--- src/laser_supervisor_pkg.sv ---
package laser_supervisor_pkg;
    // ---------------------------------------------------------------
    // timebase
    // ---------------------------------------------------------------
    localparam int CLK_PERIOD_PS      = 8000;
    // ---------------------------------------------------------------
    // printed times
    // ---------------------------------------------------------------
    localparam int T_OFF_US           = 10;
    localparam int T_ON_MS            = 1;
    localparam int T_INIT_MS          = 300;
    localparam int T_FAULT_US         = 100;
    localparam int T_RESET_US         = 10;
    localparam int T_LOSS_US          = 100;
    localparam int F_SERIAL_KHZ       = 400;
    // ---------------------------------------------------------------
    // derived counts (longest times round down, least time rounds up)
    // ---------------------------------------------------------------
    localparam int T_OFF_CYC          = (T_OFF_US * 1000000) / CLK_PERIOD_PS;
    localparam int T_ON_CYC           = (T_ON_MS * 1000000000) / CLK_PERIOD_PS;
    localparam int T_INIT_CYC         = T_INIT_MS * (1000000000 / CLK_PERIOD_PS);
    localparam int T_FAULT_CYC        = (T_FAULT_US * 1000000) / CLK_PERIOD_PS;
    localparam int T_RESET_CYC        = (T_RESET_US * 1000000 + CLK_PERIOD_PS - 1)
                                        / CLK_PERIOD_PS;
    localparam int T_LOSS_CYC         = (T_LOSS_US * 1000000) / CLK_PERIOD_PS;
    localparam int SCL_MIN_PERIOD_CYC = (1000000000 / F_SERIAL_KHZ + CLK_PERIOD_PS - 1)
                                        / CLK_PERIOD_PS;
    // ---------------------------------------------------------------
    // widths and filter length used inside the block; the response delays are not used
    // ---------------------------------------------------------------
    localparam int CNT_W              = 26;
    localparam int LOSS_FILT_CYC      = 16;
    localparam int OFF_DELAY_CYC      = 2;
    localparam int FAULT_DELAY_CYC    = 4;

    typedef enum logic [2:0] {
        st_init,
        st_running,
        st_disabled,
        st_faulted,
        st_clearing
    } sup_state_t;
endpackage : laser_supervisor_pkg

--- src/serial_clock_limiter.sv ---
`timescale 1ns/100ps
module serial_clock_limiter #(
    parameter int MIN_PERIOD = laser_supervisor_pkg::SCL_MIN_PERIOD_CYC
) (
    input  wire logic clk,
    input  wire logic resetn,
    input  wire logic scl_in,
    output logic      scl_too_fast
);
    import laser_supervisor_pkg::*;

    logic [15:0] period;
    logic [15:0] next_period;
    logic        scl_prev;
    logic        next_too_fast;

    // ---------------------------------------------------------------
    // rising-edge spacing check
    // ---------------------------------------------------------------
    always_comb begin
        next_too_fast = scl_too_fast;
        next_period   = (period == 16'hFFFF) ? period : period + 16'h0001;
        if (scl_in && !scl_prev) begin
            next_too_fast = (period < MIN_PERIOD[15:0]);
            next_period   = 16'h0000;
        end
    end

    always_ff @(posedge clk or negedge resetn) begin
        if (!resetn) begin
            period       <= 16'hFFFF;
            scl_prev     <= 1'b1;
            scl_too_fast <= 1'b0;
        end else begin
            period       <= next_period;
            scl_prev     <= scl_in;
            scl_too_fast <= next_too_fast;
        end
    end
endmodule : serial_clock_limiter

--- src/laser_fault_los_supervisor.sv ---
// Functional notes
// - laser off within 10 us of disable
// - laser on within 1 ms after enable
// - initialize in 300 ms, clear fault
// - fault output within 100 us of fault
// - signal lost flag set within 100 us
// - signal lost flag cleared within 100 us
// - disable high or open turns laser off; only a driven high does here, an open input is not pulled high
// - fault and signal lost active high
`timescale 1ns/100ps
module laser_fault_los_supervisor #(
    parameter int INIT_CYCLES  = laser_supervisor_pkg::T_INIT_CYC,
    parameter int ON_CYCLES    = laser_supervisor_pkg::T_ON_CYC,
    parameter int RESET_CYCLES = laser_supervisor_pkg::T_RESET_CYC,
    parameter int LOSS_CYCLES  = laser_supervisor_pkg::LOSS_FILT_CYC
) (
    input  wire logic                            clk,
    input  wire logic                            resetn,
    input  wire logic                            tx_disable,
    input  wire logic                            laser_fault_det,
    input  wire logic                            rx_power_low,
    input  wire logic                            scl_in,
    output logic                                 laser_enable,
    output logic                                 tx_fault,
    output logic                                 rx_signal_lost,
    output logic                                 scl_too_fast,
    output laser_supervisor_pkg::sup_state_t     sup_state
);
    import laser_supervisor_pkg::*;

    sup_state_t        next_state;
    logic [CNT_W-1:0]  cnt;
    logic [CNT_W-1:0]  next_cnt;
    logic              next_laser_enable;
    logic              next_tx_fault;
    logic [7:0]        loss_cnt;
    logic [7:0]        next_loss_cnt;
    logic              next_signal_lost;
    logic              disable_prev;
    logic              next_disable_prev;
    logic              fault_seen;
    logic              next_fault_seen;
    logic              disable_rise;
    logic              init_done;
    logic              clear_done;

    // ---------------------------------------------------------------
    // input history and counter decodes
    // ---------------------------------------------------------------
    always_comb begin
        next_disable_prev = tx_disable;
        next_fault_seen   = laser_fault_det;
        // only a fresh rise of disable may start a clear
        disable_rise      = tx_disable && !disable_prev;
        init_done         = (cnt >= INIT_CYCLES[CNT_W-1:0] - 1'b1);
        clear_done        = (cnt >= RESET_CYCLES[CNT_W-1:0] - 1'b1);
    end

    always_ff @(posedge clk or negedge resetn) begin
        if (!resetn) begin
            disable_prev <= 1'b1;
            fault_seen   <= 1'b0;
        end else begin
            disable_prev <= next_disable_prev;
            fault_seen   <= next_fault_seen;
        end
    end

    // ---------------------------------------------------------------
    // supervisor state and laser drive
    // ---------------------------------------------------------------
    always_comb begin
        next_state        = sup_state;
        next_laser_enable = 1'b0;
        case (sup_state)
            st_init: begin
                // a fault seen during init wins over its end
                if (fault_seen) begin
                    next_state = st_faulted;
                end else if (init_done) begin
                    next_state = tx_disable ? st_disabled : st_running;
                end
            end
            st_running: begin
                next_laser_enable = 1'b1;
                if (fault_seen) begin
                    next_laser_enable = 1'b0;
                    next_state        = st_faulted;
                end else if (tx_disable) begin
                    next_laser_enable = 1'b0;
                    next_state        = st_disabled;
                end
            end
            st_disabled: begin
                if (fault_seen) begin
                    next_state = st_faulted;
                end else if (!tx_disable) begin
                    next_laser_enable = 1'b1;
                    next_state        = st_running;
                end
            end
            st_faulted: begin
                // laser stays off here whatever disable does
                if (disable_rise) begin
                    next_state = st_clearing;
                end
            end
            st_clearing: begin
                if (!tx_disable) begin
                    // a short pulse leaves the fault latched
                    next_state = clear_done ? st_init : st_faulted;
                end
            end
            default: begin
                next_state = st_init;
            end
        endcase
    end

    always_ff @(posedge clk or negedge resetn) begin
        if (!resetn) begin
            sup_state    <= st_init;
            laser_enable <= 1'b0;
        end else begin
            sup_state    <= next_state;
            laser_enable <= next_laser_enable;
        end
    end

    // ---------------------------------------------------------------
    // phase counter: init length and clear hold time
    // ---------------------------------------------------------------
    always_comb begin
        next_cnt = '0;
        case (sup_state)
            st_init: begin
                if (!fault_seen && !init_done) begin
                    next_cnt = cnt + 1'b1;
                end
            end
            st_clearing: begin
                // saturate so a very long hold cannot wrap
                if (tx_disable) begin
                    next_cnt = (cnt == {CNT_W{1'b1}}) ? cnt : cnt + 1'b1;
                end
            end
            default: begin
                next_cnt = '0;
            end
        endcase
    end

    always_ff @(posedge clk or negedge resetn) begin
        if (!resetn) begin
            cnt <= '0;
        end else begin
            cnt <= next_cnt;
        end
    end

    // ---------------------------------------------------------------
    // fault latch: set by any seen fault, cleared only by init
    // ---------------------------------------------------------------
    always_comb begin
        next_tx_fault = tx_fault;
        case (sup_state)
            st_init: begin
                if (fault_seen) begin
                    next_tx_fault = 1'b1;
                end else if (init_done) begin
                    next_tx_fault = 1'b0;
                end
            end
            st_running, st_disabled: begin
                if (fault_seen) begin
                    next_tx_fault = 1'b1;
                end
            end
            st_faulted, st_clearing: begin
                next_tx_fault = 1'b1;
            end
            default: begin
                next_tx_fault = tx_fault;
            end
        endcase
    end

    always_ff @(posedge clk or negedge resetn) begin
        if (!resetn) begin
            tx_fault <= 1'b1;
        end else begin
            tx_fault <= next_tx_fault;
        end
    end

    // ---------------------------------------------------------------
    // receive signal loss filter
    // ---------------------------------------------------------------
    always_comb begin
        next_signal_lost = rx_signal_lost;
        next_loss_cnt    = '0;
        if (rx_power_low != rx_signal_lost) begin
            next_loss_cnt = loss_cnt + 8'h01;
            if (loss_cnt >= LOSS_CYCLES[7:0] - 8'h01) begin
                next_signal_lost = rx_power_low;
                next_loss_cnt    = '0;
            end
        end
    end

    always_ff @(posedge clk or negedge resetn) begin
        if (!resetn) begin
            rx_signal_lost <= 1'b1;
            loss_cnt       <= '0;
        end else begin
            rx_signal_lost <= next_signal_lost;
            loss_cnt       <= next_loss_cnt;
        end
    end

    // ---------------------------------------------------------------
    // identification clock rate monitor
    // ---------------------------------------------------------------
    serial_clock_limiter u_scl (
        .clk          (clk),
        .resetn       (resetn),
        .scl_in       (scl_in),
        .scl_too_fast (scl_too_fast)
    );
endmodule : laser_fault_los_supervisor

--- config.mk ---
export PLATFORM = sky130hd
export DESIGN_NAME = laser_fault_los_supervisor
export DESIGN_NICKNAME = d
export VERILOG_FILES = /design/src/laser_supervisor_pkg.sv /design/src/serial_clock_limiter.sv /design/src/laser_fault_los_supervisor.sv
export SDC_FILE = /design/constraint.sdc
export NUM_CORES = 1
export LEC_CHECK = 0
export BUFFER_PORTS_ARGS = -buffer_cell sky130_fd_sc_hd__buf_2
export CORE_UTILIZATION = 53
export DETAILED_ROUTE_END_ITERATION = 7
export PLACE_DENSITY = 0.83
export SLEW_MARGIN = 20
export SYNTH_ARGS = -nofsm -noshare
export SYNTH_HDL_FRONTEND = slang
export SYNTH_HIERARCHICAL = 1
export SYNTH_SLANG_ARGS = --single-unit
--- constraint.sdc ---
create_clock -name clk -period 1.8 [get_ports clk]
set_input_delay 0.18 -clock clk [delete_from_list [all_inputs] [get_ports clk]]
set_output_delay 0.18 -clock clk [all_outputs]
set_load 0.05 [all_outputs]
## Word level (Yosys, flattened, before mapping)

Index checks and enable logic that the tools add are counted.

- Equal/unequal tests: 15
- $add $sub $neg: 3
- Muxes and demuxes: 26
- Reduce and logical (&&, ||, !) cells: 14
- Order comparisons: 4

Operators with widths:

| operator | number |
|---|---|
| $mux 26 | 3 |
| $pmux 26 s2 | 1 |
| $mux 16 | 2 |
| $add 26x1->26 const B | 1 |
| $eq 26x26->1 const B | 1 |
| $ge 26x11->1 const B | 1 |
| $ge 26x26->1 const B | 1 |
| $mux 3 | 8 |
| $add 16x1->16 const B | 1 |
| $eq 16x16->1 const B | 1 |
| $lt 16x9->1 const B | 1 |
| $mux 8 | 2 |
| $pmux 3 s5 | 1 |
| $ne 3x3->1 const B | 4 |
| $add 8x1->8 const B | 1 |
| $ge 8x4->1 const B | 1 |
| $eq 3x2->1 const B | 2 |
| $mux 1 | 6 |
| $ne 2x2->1 const B | 3 |
| $reduce_and 5->1 | 1 |
| $logic_not 1->1 | 4 |
| $mux 2 | 2 |
| $reduce_or 2->1 | 2 |
| $eq 3x1->1 const B | 1 |
| other kinds (9) | 11 |

- Register bits after elaboration: 60
- Output and inout bits: 7
- Word-level logic and storage cells: 73
- Input port bits: 6

## Longest topological paths before layout

- Word-level depth: 5
- Gate-level depth with buffers: 7

## Cells and area by module

Netlist, hierarchy kept.

By module, submodules not included:

| module | cells an instance | area each (um^2) | times used |
|---|---|---|---|
| laser_fault_los_supervisor | 235 | 2354.8 | 1 |
| serial_clock_limiter | 100 | 1014.7 | 1 |

## Worst setup path before layout

Ideal clock, no wire load.

- Path kind: register -> register
- Start point: register sup_state[2]
- End point: register cnt[9]
- Stages on the path, launching flop included: 8
- Clock period less this slack: 2.150 ns
- Data required time: 1.726 ns
- Data arrival time: 2.076 ns
- Library setup time: 0.074 ns
- Path slack: -0.350 ns
- Path through: dfrtp_1 -> buf_2 -> and4bb_2 -> nand4_1 -> or4b_1 -> buf_2 -> buf_6 -> o21ai_2

- Cells in the longest elaborated chain, start to end: 2

Ends and longest elaborated chain:

| element | RTL line | RTL |
|---|---|---|
| from (decl) | laser_fault_los_supervisor.sv:27 | `output laser_supervisor_pkg::sup_state_t sup_state` |
| from (signal assigned) | laser_fault_los_supervisor.sv:122 | `sup_state <= st_init;` |
| from (signal assigned) | laser_fault_los_supervisor.sv:125 | `sup_state <= next_state;` |
| $eq 3x3->1 or $logic_not 3->1 (tied branches) | laser_fault_los_supervisor.sv:135 | `case (sup_state)` |
| $pmux 26 s2 or $ne 3x3->1 (tied branches) | -- |  |
| to (signal assigned) | laser_fault_los_supervisor.sv:157 | `cnt <= next_cnt;` |
| to (decl) | laser_fault_los_supervisor.sv:32 | `logic [CNT_W-1:0] cnt;` |

Several ways; a longest one is shown, not always the timed one.
A chain may end at the register's enable or synchronous reset.

## Worst setup path in the final report

- Start point: register cnt[1]
- End point: register cnt[1]

- Cells in the longest elaborated chain, start to end: 5

Ends and longest elaborated chain:

| element | RTL line | RTL |
|---|---|---|
| $ge 26x26->1 | laser_fault_los_supervisor.sv:55 | `init_done = (cnt >= INIT_CYCLES[CNT_W-1:0] - 1'b1);` |
| $logic_not 1->1 | laser_fault_los_supervisor.sv:137 | `if (!fault_seen && !init_done) begin` |
| $logic_and 1x1->1 | laser_fault_los_supervisor.sv:137 |  |
| $mux 26 | laser_fault_los_supervisor.sv:137 |  |
| $pmux 26 s2 | laser_fault_los_supervisor.sv:135 |  |

Several ways; a longest one is shown, not always the timed one. The select of a mux whose other input is x is not followed.

==> impl_metrics.json <==
{
  "ant_nets": 0,
  "worst_clock_skew_ns": 0.00829,
  "max-vdd-ir-drop_v": 0.000665,
  "num_vias": 2982,
  "diodes": 0,
  "grt_start_max_net_pins": 44,
  "synth_cell_types": 62,
  "tritoncts": "done",
  "stdcell_area_um2": 4360,
  "preCtsSetupSlack_ns": -0.206,
  "insertion_delay_ns": 0.32,
  "clock-sinks": 60,
  "outcome": "finished with violations",
  "dp_hpwl_um": 5300,
  "async_flop_share": 1.00,
  "synth_common_cells": "dfrtp_1 (40), nand2_1 (24), dfstp_2 (20)",
  "die_w_um": 81.7,
  "p_int_mw": 2.53,
  "switching_share": 0.301,
  "drt_wl_total_um": 8080,
  "synth_edf_count": 0,
  "reg2reg_depth": 8,
  "cp-start-kind": "register",
  "crit_path_end": "cnt[1]",
  "synth_cells": 335,
  "area_growth_pct": 29.4,
  "clockPowerShare": 0.324,
  "synth.top_cell.area_share": 0.297,
  "drive_gt1_frac": 0.395,
  "cp-startpoint": "cnt[1]",
  "yosys-top-cells-area": "dfrtp_1 (30%), dfstp_2 (16%), xnor2_1 (3.1%)",
  "power.switching_mw": 1.09,
  "fin_nets": 427,
  "cts_root_buf": "clkbuf_8",
  "drv_slew": 0,
  "synth_area_um2": 3370,
  "antenna_found_initial": 0,
  "start_util": 0.559,
  "die_y_um": 81.7,
  "grt.total_usage": 0.243,
  "cap_violations": 0,
  "r2r-end": "cnt[1]",
  "cp.arrival_ns": 2.14,
  "fp.dieArea_um2": 6680,
  "gp_congestion": 0.874,
  "cp_data_required_time_ns": 2.01,
  "seq_area_frac_synth": 0.453,
  "comb_power_share": 0.248,
  "yosysWarningCount": 6,
  "vias_per_cell": 6.02,
  "cts_htree_levels": 3,
  "drc_errors": 0,
  "fmax_mhz": 518,
  "fin_cells": 495,
  "worst_slack_ns": -0.131,
  "ys_seq_elements": 60,
  "final_util": 0.723,
  "power.density_nw_per_um2": 830,
  "drtIter0Drc": 152,
  "grt_pass1_vias": 2864,
  "io_buffers": 12,
  "min_period_ns": 1.93,
  "endpoint_kind": "register",
  "cts.clk_slew.worst_paths_ns": 0.06,
  "place_area_um2": 3870,
  "p_leak_nw": 1.86,
  "yosysMostFrequentCell": "dfrtp_1",
  "clk_path_buf_depth": 2,
  "worst-setup-path-type": "register to register",
  "grt_remaining_overflow": 0,
  "yosysTopAreaCell": "dfrtp_1",
  "drtPass1Iterations": 5,
  "drt-wirelength-per-cell_um": 16.3,
  "grt_pass1_wl_um": 12300,
  "rsz0062_at_grt": "true",
  "core-area_um2": 6030,
  "violations": "setup timing",
  "crit_path_max_fanout": 17,
  "power_frac_seq": 0.429,
  "r2r-start": "cnt[1]",
  "r2r_slack_ns": -0.13,
  "hp-class": "input pin to register",
  "setup_viol": 28,
  "dp.cells": 462,
  "synth_ff_type": "dfrtp_1",
  "hold_viol_final": 0,
  "syn_area_per_cell_um2": 10.1,
  "cts_buffers": 9,
  "rows": 28,
  "finalCritPeriodShare": 1.07,
  "io_pins": 13
}
==> per-layer routing <==
metal,vias to the layer above,part of all wire,track usage
met3,12,0.048,0.0578
met5,-,0,0
met1,1480,0.41,0.286
met4,0,0.012,0.0860
li1,1400,-,-
met2,90,0.53,0.428
==> per-stage QoR <==
stage / total power, mW / TNS, ns / hold WS [ns]
after CTS: 3.51 / -2.80 / 0.105
after detailed placement: 2.30 / -3.63 / 0.131
after global routing: 3.78 / -5.14 / 0.110
final: 3.62 / -2.74 / 0.122
after global placement: 2.27 / -1.88 / 0.128
after floorplan: 2.11 / -3.06 / -0.116
==> logic make-up (layout without fill, tap and decap cells) <==
family / count (synthesis) / after routing / synth area share
AOI/OAI and AO/OA: 77 / 77 / 0.153
xor gates and xnor gates: 21 / 21 / 0.0546
adders and majority gates: 6 / 6 / 0.0223
buffers and inverters: 25 / 107 / 0.0386
DFF: 60 / 60 / 0.453
muxes: 5 / 5 / 0.0156
other: 1 / 4 / 0.00111
and+or+nand+nor: 140 / 140 / 0.262
==> cell type report <==
type | instances | area, µm²
inverters | 11 | 41.3
clock inverters | 2 | 35.0
repair buffers | 80 | 627
clock buffers | 14 | 153
multi-input cells | 253 | 1880
well taps | 75 | 93.8
flip-flops and latches | 60 | 1530
fillers | 416 | 1670
==> worst max-delay path, stage by stage, from the launching register on <==
cell and delay [ns]:
dfrtp_1 0.37, ha_2 0.19, and4_4 0.25, buf_6 0.10, o211ai_1 0.09, a41o_1 0.29
a21oi_4 0.23, buf_12 0.19, o22ai_1 0.08
==> cells in the final DEF (no fill, tap or decap), types with 8 or more instances in the layout <==
master    instances
buf_4            59
dfrtp_1          37
nand2_1          24
dfstp_2          20
nor2_1           17
nand3_1          16
o21ai_2          13
xnor2_1          12
a21oi_1          12
buf_2            12
inv_1            11
and3_1           10
clkbuf_8         10
nor4_1            9
xor2_1            9
o21ai_0           9
o31ai_1           8
==> state kept, by name, indices dropped and copies added (netlist names), 3 cells and up <==
signal	count
u_scl/period	16
loss_cnt	8
sup_state	3
cnt	26
==> what timing repair did <==
action | in CTS | in global routing
resized for setup | 24 | 17
hold buffers | 3 | 0
gates cloned | 1 | 0
hold endpoints to repair | 10 | 0
pin swaps | 7 | 12
endpoints found under the setup margin | 34 | 43
setup buffers | 5 | 8
==> how the worst min path moves through the flow <==
stage	from	endpoint	slack (ns)	cells past startpoint
floorplan	resetn	cnt[0]	-0.12	0
global placement	resetn	loss_cnt[3]	0.13	1
detailed placement	resetn	loss_cnt[2]	0.13	1
CTS	rx_power_low	rx_signal_lost	0.11	2
global route	tx_disable	disable_prev	0.11	2
finish	rx_power_low	rx_signal_lost	0.12	2
==> power by group through the flow <==
stage / combinational (mW) / clock, mW / sequential (mW)
2_1_floorplan: 0.393 / 0 / 1.71
3_3_place_gp: 0.706 / 0 / 1.56
3_5_place_dp: 0.730 / 0 / 1.57
4_1_cts: 0.768 / 1.19 / 1.55
5_1_grt: 0.972 / 1.25 / 1.56
6_report: 0.896 / 1.17 / 1.55
Power figures use the tool's default switching activity.
